--- src/core/power_reset_pkg.sv ---
// Package with mode encodings, pin-function selects, reset values and timing counts.
// Assumes a single 100 MHz clock domain in the sequencer that imports it.
package power_reset_pkg;
  // Clock period in picoseconds
  localparam int unsigned CLK_PERIOD_PS      = 10000;
  // Reset hold time in microseconds, and the derived cycle count (least time, rounded up)
  localparam int unsigned RESET_TIME_US      = 100;
  localparam int unsigned RESET_CYCLES       = (RESET_TIME_US * 1000000 + CLK_PERIOD_PS - 1) / CLK_PERIOD_PS;
  // Interrupt high pulse time in microseconds, and its cycle count
  localparam int unsigned IRQ_PULSE_US       = 1;
  localparam int unsigned IRQ_PULSE_CYCLES   = (IRQ_PULSE_US * 1000000 + CLK_PERIOD_PS - 1) / CLK_PERIOD_PS;
  // Number of interrupt status registers and their reset value
  localparam int unsigned IRQ_STATUS_COUNT   = 4;
  localparam logic [7:0]  IRQ_STATUS_RESET   = 8'hFF;
  // Crystal trim register width, each bit one binary-weighted step of 1 pF
  localparam int unsigned TRIM_WIDTH         = 5;
  localparam logic [4:0]  TRIM_RESET         = 5'h00;
  // Operating mode requests from the master control unit
  localparam logic [2:0]  MODE_DEEP_SLEEP    = 3'h0;
  localparam logic [2:0]  MODE_SLEEP         = 3'h1;
  localparam logic [2:0]  MODE_SLEEP_ADC     = 3'h2;
  localparam logic [2:0]  MODE_TX_IDLE       = 3'h3;
  localparam logic [2:0]  MODE_TX_READY      = 3'h4;
  localparam logic [2:0]  MODE_TRANSMIT      = 3'h5;
  localparam logic [2:0]  MODE_RECEIVE       = 3'h6;
  // Block enable vector bit positions
  localparam int unsigned EN_DIG_VREG        = 0;
  localparam int unsigned EN_ANA_VREG        = 1;
  localparam int unsigned EN_XTAL            = 2;
  localparam int unsigned EN_CFG_REGS        = 3;
  localparam int unsigned EN_SPI             = 4;
  localparam int unsigned EN_PLL             = 5;
  localparam int unsigned EN_PA              = 6;
  localparam int unsigned EN_RX              = 7;
  localparam int unsigned EN_WIDTH           = 8;
  // Enable vectors per mode
  localparam logic [7:0]  ENABLES_OFF        = 8'h00;
  localparam logic [7:0]  ENABLES_DEEP_SLEEP = 8'h09;
  localparam logic [7:0]  ENABLES_SLEEP      = 8'h1D;
  localparam logic [7:0]  ENABLES_SLEEP_ADC  = 8'h1F;
  localparam logic [7:0]  ENABLES_TX_IDLE    = 8'h1F;
  localparam logic [7:0]  ENABLES_TX_READY   = 8'h3F;
  localparam logic [7:0]  ENABLES_TRANSMIT   = 8'h7F;
  localparam logic [7:0]  ENABLES_RECEIVE    = 8'hBF;
  // Port pin function selects
  localparam logic [3:0]  PIN_TRISTATE       = 4'h0;
  localparam logic [3:0]  PIN_CLK_OUT        = 4'h1;
  localparam logic [3:0]  PIN_RX_ACTIVE      = 4'h2;
  localparam logic [3:0]  PIN_INTERRUPT      = 4'h3;
  localparam logic [3:0]  PIN_ANT_SWITCH     = 4'h4;
  localparam logic [3:0]  PIN_DATA           = 4'h5;
  localparam logic [3:0]  PIN_MATCHED_DATA   = 4'h6;
  localparam logic [3:0]  PIN_CHIP_DATA      = 4'h7;
  localparam logic [3:0]  PIN_CHIP_STROBE    = 4'h8;
  localparam logic [3:0]  PIN_RECV_DATA      = 4'h9;
  localparam logic [3:0]  PIN_RECV_STROBE    = 4'hA;
  localparam logic [3:0]  PIN_XMIT_STROBE    = 4'hB;
  localparam int unsigned PIN_COUNT          = 4;
  localparam int unsigned PIN_RF             = 3;
endpackage

--- src/core/pin_source_if.sv ---
// Interface carrying the internal signal sources that the port pin muxes choose from.
// Assumes all members are driven synchronously to mclk by the sequencer.
`timescale 1ns/1ps
interface pin_source_if;
  logic clk_out;      // Divided reference clock
  logic rx_active;    // Receiver-active indicator, polarity already applied
  logic irq_n;        // Interrupt level, active low
  logic ant_switch;   // Antenna switch control
  logic data;         // Demodulated data
  logic matched_data; // Matched filter data
  logic chip_data;    // Recovered chip data
  logic chip_strobe;  // Chip strobe
  logic recv_data;    // Recovered receive data
  logic recv_strobe;  // Recovered receive clock
  logic xmit_strobe;  // Transmit strobe
  modport source (output clk_out, rx_active, irq_n, ant_switch, data, matched_data,
                  chip_data, chip_strobe, recv_data, recv_strobe, xmit_strobe);
  modport sink   (input  clk_out, rx_active, irq_n, ant_switch, data, matched_data,
                  chip_data, chip_strobe, recv_data, recv_strobe, xmit_strobe);
endinterface

--- src/core/port_pin_mux.sv ---
// Registered function selector for the port pins, one mux per pin.
// Assumes selects come from configuration bits that are stable between writes.
`timescale 1ns/1ps
module port_pin_mux
  import power_reset_pkg::*;
#(
  parameter int unsigned PINS = PIN_COUNT
) (
  input  wire logic             mclk,
  input  wire logic             rst_n,
  pin_source_if.sink            src,
  input  wire logic [PINS*4-1:0] pin_sel,
  input  wire logic [PINS*4-1:0] pin_sel_reset,
  output logic      [PINS-1:0]   pin_out,
  output logic      [PINS-1:0]   pin_oe_n
);
  initial begin
    if (PINS < 1 || PINS > 8) begin
      $error("port_pin_mux: PINS out of range");
    end
  end

  genvar g;
  generate
    for (g = 0; g < PINS; g++) begin : g_pin
      logic [3:0] sel;    // Effective select for this pin
      logic       value;  // Selected source value
      assign sel = pin_sel[g*4 +: 4];
      // Pick the source for this pin
      always_comb begin
        value = 1'b0;
        case (sel)
          PIN_CLK_OUT:      value = src.clk_out;
          PIN_RX_ACTIVE:    value = src.rx_active;
          PIN_INTERRUPT:    value = src.irq_n;
          PIN_ANT_SWITCH:   value = src.ant_switch;
          PIN_DATA:         value = src.data;
          PIN_MATCHED_DATA: value = src.matched_data;
          PIN_CHIP_DATA:    value = src.chip_data;
          PIN_CHIP_STROBE:  value = src.chip_strobe;
          PIN_RECV_DATA:    value = src.recv_data;
          PIN_RECV_STROBE:  value = src.recv_strobe;
          PIN_XMIT_STROBE:  value = src.xmit_strobe;
          default:          value = 1'b0;
        endcase
      end
      // Register the pin; tristate releases the drive (enable high)
      always_ff @(posedge mclk) begin
        if (!rst_n) begin
          pin_out[g]  <= 1'b0;
          pin_oe_n[g] <= (pin_sel_reset[g*4 +: 4] == PIN_TRISTATE);
        end else begin
          pin_out[g]  <= value;
          pin_oe_n[g] <= (sel == PIN_TRISTATE);
        end
      end
    end
  endgenerate
endmodule

--- src/core/transceiver_power_reset_control.sv ---
// Power mode and reset sequencer with interrupt line, block enables and port pins.
// Assumes power_on and the brownout comparators are already synchronous to mclk.
//
// Overview of operation
// - Power-on low holds power down, all off
// - Power-on rise enables digital regulators, starts reset
// - Brownout on digital supply starts a reset
// - Interrupt held low between brownout and functional
// - Recovery pulses interrupt high, then holds reset
// - Reset exit loads status 0xFF, interrupt low
// - After reset enter sleep, accept commands
// - First status read releases interrupt high
// - Three saving, three transmit, one receive mode
// - Deep sleep keeps digital regulator and registers
// - Transmit idle, ready adds PLL, transmit PA
// - Receive enables all but power amplifier
// - Analog regulator on in sleep ADC, transmit and receive modes
// - Receiver-active indicator routable, polarity configurable
// - RF pin function selectable, defaults tristate
// - Trim write connects selected capacitors immediately
// - Sleep disconnects trim unless high precision
// - Crystal start-up low-power or high-precision selectable
// - Transmit data from FIFO or input pin
// - Receive data and clock on pins
`timescale 1ns/1ps
module transceiver_power_reset_control
  import power_reset_pkg::*;
#(
  parameter int unsigned RESET_HOLD  = RESET_CYCLES,
  parameter int unsigned PULSE_HOLD  = IRQ_PULSE_CYCLES,
  parameter int unsigned TRIM_BITS   = TRIM_WIDTH,
  parameter int unsigned STATUS_REGS = IRQ_STATUS_COUNT
) (
  input  wire logic                   mclk,
  input  wire logic                   rst_n,
  input  wire logic                   power_on,
  input  wire logic                   brownout,
  input  wire logic                   below_functional,
  input  wire logic [2:0]             mode_req,
  input  wire logic                   status_read,
  input  wire logic [1:0]             status_read_idx,
  input  wire logic [STATUS_REGS-1:0] irq_event,
  input  wire logic                   trim_write,
  input  wire logic [TRIM_BITS-1:0]   trim_wdata,
  input  wire logic                   sleep_high_precision_sel,
  input  wire logic                   xtal_startup_hp,
  input  wire logic                   rx_active_high,
  input  wire logic [15:0]            port_pin_config_two,
  input  wire logic                   tx_from_pin,
  input  wire logic                   tx_fifo_bit,
  input  wire logic                   tx_pin_data,
  input  wire logic                   clk_ref,
  input  wire logic                   rx_data,
  input  wire logic                   rx_clock,
  input  wire logic                   ant_switch,
  input  wire logic                   matched_data,
  input  wire logic                   chip_data,
  input  wire logic                   chip_strobe,
  input  wire logic                   xmit_strobe,
  output logic                        interrupt_out_n,
  output logic                        in_reset,
  output logic                        spi_ready,
  output logic [EN_WIDTH-1:0]         block_enable,
  output logic [TRIM_BITS-1:0]        trim_caps,
  output logic                        xtal_high_precision,
  output logic [7:0]                  status_value,
  output logic                        tx_data,
  output logic                        rx_data_pin,
  output logic                        rx_clock_pin,
  output logic [PIN_COUNT-1:0]        port_pin,
  output logic [PIN_COUNT-1:0]        port_pin_oe_n
);
  initial begin
    if (RESET_HOLD < 1 || PULSE_HOLD < 1 || STATUS_REGS != 4 || TRIM_BITS > 8 || TRIM_BITS < 1) begin
      $error("transceiver_power_reset_control: unsupported parameter values");
    end
  end

  // Sequencer states
  typedef enum logic [2:0] {
    ST_POWER_DOWN,
    ST_BROWNOUT,
    ST_PULSE,
    ST_RESET_HOLD,
    ST_RUN
  } seq_state_t;

  seq_state_t                 state;         // Sequencer state
  logic                       power_on_q;    // Previous power-on level for edge detect
  logic [31:0]                hold_count;    // Reset and pulse timer
  logic                       irq_released;  // First status read seen since reset
  logic [7:0]                 status [STATUS_REGS]; // Interrupt status registers
  logic [TRIM_BITS-1:0]       trim_reg;      // Stored crystal trim value
  logic [2:0]                 mode;          // Accepted operating mode
  logic [EN_WIDTH-1:0]        next_enable;   // Decoded enables for the current mode
  logic                       rx_running;    // Receiver active this cycle
  logic [PIN_COUNT*4-1:0]     pin_sel;       // Pin function selects
  logic [PIN_COUNT*4-1:0]     pin_sel_reset; // Pin selects applied during reset
  logic                       next_irq_n;    // Interrupt level before the pin flop
  logic                       in_sleep;      // Sleep or sleep ADC mode active, not deep sleep

  pin_source_if pins ();

  // Power-on edge tracking
  always_ff @(posedge mclk) begin
    if (!rst_n) begin
      power_on_q <= 1'b0;
    end else begin
      power_on_q <= power_on;
    end
  end

  // Main sequencer
  always_ff @(posedge mclk) begin
    if (!rst_n) begin
      state      <= ST_POWER_DOWN;
      hold_count <= 32'h0000_0000;
    end else if (!power_on) begin
      state      <= ST_POWER_DOWN;
      hold_count <= 32'h0000_0000;
    end else begin
      case (state)
        ST_POWER_DOWN: begin
          if (!power_on_q) begin
            state      <= ST_RESET_HOLD;
            hold_count <= 32'h0000_0000;
          end
        end
        ST_BROWNOUT: begin
          // Wait for the supply to come back above threshold
          if (!brownout) begin
            state      <= ST_PULSE;
            hold_count <= 32'h0000_0000;
          end
        end
        ST_PULSE: begin
          if (brownout) begin
            state <= ST_BROWNOUT;
          end else if (hold_count >= PULSE_HOLD - 1) begin
            state      <= ST_RESET_HOLD;
            hold_count <= 32'h0000_0000;
          end else begin
            hold_count <= hold_count + 32'h0000_0001;
          end
        end
        ST_RESET_HOLD: begin
          if (brownout) begin
            state <= ST_BROWNOUT;
          end else if (hold_count >= RESET_HOLD - 1) begin
            state      <= ST_RUN;
            hold_count <= 32'h0000_0000;
          end else begin
            hold_count <= hold_count + 32'h0000_0001;
          end
        end
        ST_RUN: begin
          if (brownout) begin
            state <= ST_BROWNOUT;
          end
        end
        default: begin
          state <= ST_POWER_DOWN;
        end
      endcase
    end
  end

  // Interrupt status registers: 0xFF on reset exit, an event sets bit 0, read clears
  generate
    for (genvar r = 0; r < STATUS_REGS; r++) begin : g_status
      always_ff @(posedge mclk) begin
        if (!rst_n) begin
          status[r] <= IRQ_STATUS_RESET;
        end else if (state != ST_RUN) begin
          status[r] <= IRQ_STATUS_RESET;
        end else if (irq_event[r]) begin
          status[r] <= 8'h01 | ((status_read && status_read_idx == 2'(r)) ? 8'h00 : status[r]);
        end else if (status_read && status_read_idx == 2'(r)) begin
          status[r] <= 8'h00;
        end
      end
    end
  endgenerate

  // Release of the interrupt line on the first status read
  always_ff @(posedge mclk) begin
    if (!rst_n) begin
      irq_released <= 1'b0;
    end else if (state != ST_RUN) begin
      irq_released <= 1'b0;
    end else if (status_read) begin
      irq_released <= 1'b1;
    end
  end

  // Interrupt level: low in brownout unless below functional, and after reset, high pulse on recovery
  always_comb begin
    next_irq_n = 1'b1;
    case (state)
      ST_POWER_DOWN: next_irq_n = 1'b1;
      ST_BROWNOUT:   next_irq_n = below_functional;
      ST_PULSE:      next_irq_n = 1'b1;
      ST_RESET_HOLD: next_irq_n = 1'b0;
      ST_RUN:        next_irq_n = irq_released;
      default:       next_irq_n = 1'b1;
    endcase
  end

  // Interrupt pin flop; host waits for the low level before SPI traffic
  always_ff @(posedge mclk) begin
    if (!rst_n) begin
      interrupt_out_n <= 1'b1;
    end else begin
      interrupt_out_n <= next_irq_n;
    end
  end

  // Mode register, reset to sleep whenever the sequencer is not running
  always_ff @(posedge mclk) begin
    if (!rst_n) begin
      mode <= MODE_SLEEP;
    end else if (state != ST_RUN) begin
      mode <= MODE_SLEEP;
    end else if (mode_req <= MODE_RECEIVE) begin
      mode <= mode_req;
    end
  end

  // Block enables per mode
  always_comb begin
    next_enable = ENABLES_OFF;
    if (state == ST_POWER_DOWN) begin
      next_enable = ENABLES_OFF;
    end else if (state != ST_RUN) begin
      next_enable = ENABLES_DEEP_SLEEP;
    end else begin
      case (mode)
        MODE_DEEP_SLEEP: next_enable = ENABLES_DEEP_SLEEP;
        MODE_SLEEP:      next_enable = ENABLES_SLEEP;
        MODE_SLEEP_ADC:  next_enable = ENABLES_SLEEP_ADC;
        MODE_TX_IDLE:    next_enable = ENABLES_TX_IDLE;
        MODE_TX_READY:   next_enable = ENABLES_TX_READY;
        MODE_TRANSMIT:   next_enable = ENABLES_TRANSMIT;
        MODE_RECEIVE:    next_enable = ENABLES_RECEIVE;
        default:         next_enable = ENABLES_SLEEP;
      endcase
    end
  end

  // Registered enables; analog regulator on in sleep ADC and all transmit and receive modes
  always_ff @(posedge mclk) begin
    if (!rst_n) begin
      block_enable <= ENABLES_OFF;
    end else begin
      block_enable <= next_enable;
    end
  end

  assign rx_running = next_enable[EN_RX];
  assign in_sleep   = (state == ST_RUN) && (mode == MODE_SLEEP || mode == MODE_SLEEP_ADC);

  // Crystal trim storage, loaded on every write in the run state
  always_ff @(posedge mclk) begin
    if (!rst_n) begin
      trim_reg <= TRIM_BITS'(TRIM_RESET);
    end else if (state != ST_RUN) begin
      trim_reg <= TRIM_BITS'(TRIM_RESET);
    end else if (trim_write) begin
      trim_reg <= trim_wdata;
    end
  end

  // Trim capacitor connection; sleep drops them unless high precision is kept
  always_ff @(posedge mclk) begin
    if (!rst_n) begin
      trim_caps           <= '0;
      xtal_high_precision <= 1'b0;
    end else if (!next_enable[EN_XTAL]) begin
      trim_caps           <= '0;
      xtal_high_precision <= 1'b0;
    end else if (in_sleep && !sleep_high_precision_sel) begin
      trim_caps           <= '0;
      xtal_high_precision <= 1'b0;
    end else begin
      trim_caps           <= trim_write ? trim_wdata : trim_reg;
      xtal_high_precision <= in_sleep ? 1'b1 : xtal_startup_hp;
    end
  end

  // Status readback, reset line and SPI availability
  always_ff @(posedge mclk) begin
    if (!rst_n) begin
      in_reset     <= 1'b1;
      spi_ready    <= 1'b0;
      status_value <= 8'h00;
    end else begin
      in_reset     <= (state != ST_RUN);
      spi_ready    <= (state == ST_RUN) && next_enable[EN_SPI];
      status_value <= status[status_read_idx];
    end
  end

  // Transmit data source and receive data pins
  always_ff @(posedge mclk) begin
    if (!rst_n) begin
      tx_data      <= 1'b0;
      rx_data_pin  <= 1'b0;
      rx_clock_pin <= 1'b0;
    end else begin
      tx_data      <= next_enable[EN_PA] & (tx_from_pin ? tx_pin_data : tx_fifo_bit);
      rx_data_pin  <= rx_running & rx_data;
      rx_clock_pin <= rx_running & rx_clock;
    end
  end

  // Sources offered to the port pins
  assign pins.clk_out      = clk_ref;
  assign pins.rx_active    = rx_active_high ? rx_running : ~rx_running;
  assign pins.irq_n        = next_irq_n;
  assign pins.ant_switch   = ant_switch;
  assign pins.data         = rx_data;
  assign pins.matched_data = matched_data;
  assign pins.chip_data    = chip_data;
  assign pins.chip_strobe  = chip_strobe;
  assign pins.recv_data    = rx_data;
  assign pins.recv_strobe  = rx_clock;
  assign pins.xmit_strobe  = xmit_strobe;

  // Selects: configuration while running, reset defaults otherwise
  assign pin_sel_reset = {PIN_TRISTATE, PIN_INTERRUPT, PIN_DATA, PIN_CLK_OUT};
  assign pin_sel       = (state == ST_RUN) ? port_pin_config_two : pin_sel_reset;

  port_pin_mux #(
    .PINS (PIN_COUNT)
  ) u_pin_mux (
    .mclk          (mclk),
    .rst_n         (rst_n),
    .src           (pins.sink),
    .pin_sel       (pin_sel),
    .pin_sel_reset (pin_sel_reset),
    .pin_out       (port_pin),
    .pin_oe_n      (port_pin_oe_n)
  );
endmodule

--- config.mk ---
export PLATFORM = sky130hd
export DESIGN_NAME = transceiver_power_reset_control
export DESIGN_NICKNAME = d
export VERILOG_FILES = /design/src/core/power_reset_pkg.sv /design/src/core/pin_source_if.sv /design/src/core/port_pin_mux.sv /design/src/core/transceiver_power_reset_control.sv
export SDC_FILE = /design/constraint.sdc
export NUM_CORES = 1
export LEC_CHECK = 0
export BUFFER_PORTS_ARGS = -buffer_cell sky130_fd_sc_hd__buf_2
export CORE_ASPECT_RATIO = 1.75
export CORE_UTILIZATION = 45
export CTS_CLUSTER_DIAMETER = 150
export CTS_CLUSTER_SIZE = 16
export DETAILED_ROUTE_END_ITERATION = 7
export GPL_TIMING_DRIVEN = 0
export HOLD_SLACK_MARGIN = 0.05
export PLACE_DENSITY = 0.68
export SLEW_MARGIN = 40
export SYNTH_ARGS = -nofsm -noshare
export SYNTH_HDL_FRONTEND = slang
export SYNTH_SLANG_ARGS = --single-unit
--- constraint.sdc ---
create_clock -name mclk -period 2.65 [get_ports mclk]
set_input_delay 0.1325 -clock mclk [delete_from_list [all_inputs] [get_ports mclk]]
set_output_delay 0.1325 -clock mclk [all_outputs]
set_load 0.005 [all_outputs]
==> results.yml <==
status:
  status: "completed"
critical_path:
  max_stage_delay_ns: 0.50
  crit_top_cell: "clkbuf_1"
  cp.required_ns: 2.74
  reg2reg_to: "status[2][0]"
  crit_chain: "clkbuf_1 -> or3b_1 -> nor2_1 -> inv_1 -> clkbuf_1 -> or3_1"
  cp_top_family: "simple AND/OR/NAND/NOR gates"
  cpMaxStageDelayCell: "or3b_1"
  rr_startpoint: "state[1]"
  crit_type: "reg2reg"
  worst-endpoint-arrival_ns: 2.57
  rrSetupSlack_ns: 0.18
  cp_num_buf_inv: 3
  critPathMaxFanout: 10
  start_kind: "register"
  reg2regPathDepth: 6
  end_kind: "register"
synth:
  syn_nets: 506
  synth_common_cells: "dfxtp_1 (73), nor2_1 (68), nand2_1 (35), nand3_1 (21)"
  synth_edf_count: 8
  yosysSeqAreaShare_pct: 43.1
  postSynthAreaPerCell_sq_um: 8.69
  synth_cell_types: 57
  yosys.area.top_type: "dfxtp_1"
  synth_top_area_share_pct: 37.1
  synth_async_sr_flop_share_pct: 0
  synthTopCellsByArea: "dfxtp_1 (37%), nor2_1 (6.5%), edfxtp_1 (6.1%)"
  syn_inst: 454
  syn_area_sq_mm: 0.00394
  synth_warnings: 0
  synth.most_common_cell: "dfxtp_1"
  synth_ff_type: "dfxtp_1"
  ys_ff_latch: 81
drt:
  ant_nets: 0
  dr_total_vias: 3689
  vias_per_cell: 5.51
  wl_um: 9830
  first_iter_violations: 127
  drc: 0
  wl_per_cell_um: 14.7
  dr.pass1.iters: 4
clock_tree:
  cts.path.max_buffers: 2
  cts_tree: "done"
  clockRootBuffer: "clkbuf_16"
  clkTransAtPathRegs_ns: 0.06
  cts_resized: 0
  clock_latency_ns: 0.34
  cts_made_buffers: 9
  htreeDepth: 3
  cts_setup_buffers: 0
  clock_sinks: 81
pwr:
  pwr-share-comb_pct: 11.3
  p_seq_share_pct: 45.5
  peakVddDrop_mv: 0.488
  powerDensity_mw_per_mm2: 573
  switching_share_pct: 24.1
  clkPwrFrac_pct: 43.2
  p_sw_mw: 0.670
  p_leak_nw: 1.89
  p_int_mw: 2.11
placed_design:
  place_ws_ns: 0.203
  dpl.hpwl_um: 7380
  dpl_cell_area_sq_mm: 0.00448
  port_buffers: 77
  globalplace.congestion: 0.857
run:
  drv_cap: 0
timing:
  fin_crit_sh_pct: 93.3
  max_slew_margin_pct: 57.2
  layout_setup_ws_ns: 0.178
  finalCriticalPeriod_ns: 2.47
  tns_ns: 0
  worst_hold_slack_ns: 0.0612
  rsz0062_at_grt: "false"
  fin_skew_ns: 0.00501
  drv_slew: 0
  setup_violations: 0
  worst_slew_pin_slew_ns: 0.642
  max_freq_ghz: 0.405
  hold_viol: 0
cells_and_area:
  largest_register_ffs: 32
  largestRegisters: "hold_count: 32 flops, status: 8 flops, block_enable: 6 flops"
  antenna_cells: 0
  fin_nets: 602
  fillers: 767
  top_register: "hold_count"
  drive_above_1_share_pct: 20.5
  design_area_sq_mm: 0.00485
  area_delta_synth_final_pct: 23.0
global_route:
  grt_pass1_vias: 3497
  grt_pass1_wl_um: 15800
  grt_overflow: 0
  grt_start_max_net_pins: 14
  antenna_found_initial: 0
  grt_use_total_pct: 22.2
die:
  dieArea_sq_mm: 0.00916
  core-area_sq_mm: 0.00842
  start_util_pct: 46.8
  die_h_um: 126
  std_cell_rows: 44
  ios: 87
  die_w_um: 72.8
worst_hold_path:
  hp-class: "in2reg"
  hold_path_depth: 3
  worst_hold_path.endpoint: "trim_reg[1]"
  holdCritStartpoint: "trim_wdata[1]"
worst max path at each step:
stage / from / end / cells after the start
after floorplan: state[1] / status[2][0] / 6
after global placement: state[1] / status[2][0] / 6
after detailed placement: state[1] / status[3][0] / 6
after CTS: state[1] / status[2][0] / 6
after global routing: state[0] / trim_reg[1] / 7
final: state[1] / status[2][0] / 6
cells by family after synthesis:
kind of cell	Yosys count	share of synthesized area [%]
compound gates	80	13.8
xor+xnor	24	5.33
fa+ha+maj	2	0.571
buf+inv	41	4.73
flops	81	43.1
mux	19	5.84
simple gates	207	26.6
cell usage in the layout, fill, tap and decap left out, drive strengths merged, types with 7 or more instances in the layout:
master / count
nor4: 7
clkbuf: 30
dfxtp: 73
edfxtp: 8
nor3: 16
inv: 9
and3: 8
xor2: 12
o21ai: 20
nor2: 69
a21oi: 15
or3: 7
and2: 7
nand4: 7
nand3: 21
nand2: 35
buf: 89
mux2i: 14
xnor2: 12
dlygate4sd3: 8
what timing repair did:
item / CTS / global route
endpoints found under the hold margin: 7 / 0
hold buffers: 8 / 0
endpoints found under the setup margin: 0 / 0
area by class of cell:
cell class	instances	area, sq um	area share (%)
multi-input cells	332	2070	42.6
flip-flops and latches	81	1700	35.1
repair buffers	85	465	9.59
clock buffers	10	229	4.72
plain buffers	32	153	3.15
well taps	115	144	2.97
clock inverters	6	58.8	1.21
inverters	9	33.8	0.696
per-stage QoR:
| step | power (mW) | utilization, % | std cells |
|---|---|---|---|
| finish | 2.78 | 57.6 | 670 |
| global route | 2.88 | 57.6 | 670 |
| CTS | 2.80 | 57.5 | 670 |
| detailed placement | 1.59 | 53.2 | 646 |
| global placement | 1.59 | 53.1 | 646 |
| floorplan | 1.48 | - | 454 |
layer usage:
metal | track usage (%) | up-vias | wire, um
li1 | - | 1812 | -
met1 | 21.3 | 1747 | 3710
met2 | 42.7 | 107 | 5360
met3 | 4.64 | 23 | 449
met4 | 11.3 | 0 | 301
met5 | 0 | - | 0
power by group through the flow:
| stage | clock (mW) | sequential, mW | combinational, mW |
|---|---|---|---|
| floorplan | 0 | 1.29 | 0.185 |
| global route | 1.27 | 1.27 | 0.345 |
| global placement | 0 | 1.29 | 0.292 |
| finish | 1.20 | 1.27 | 0.314 |
| detailed placement | 0 | 1.29 | 0.299 |
| CTS | 1.22 | 1.27 | 0.310 |
tightest hold or removal path, stage by stage:
cell and delay (ns):
buf_2 0.07, mux2i_1 0.07, nor2_1 0.08
Note: power is estimated with default switching activity, not from simulation.
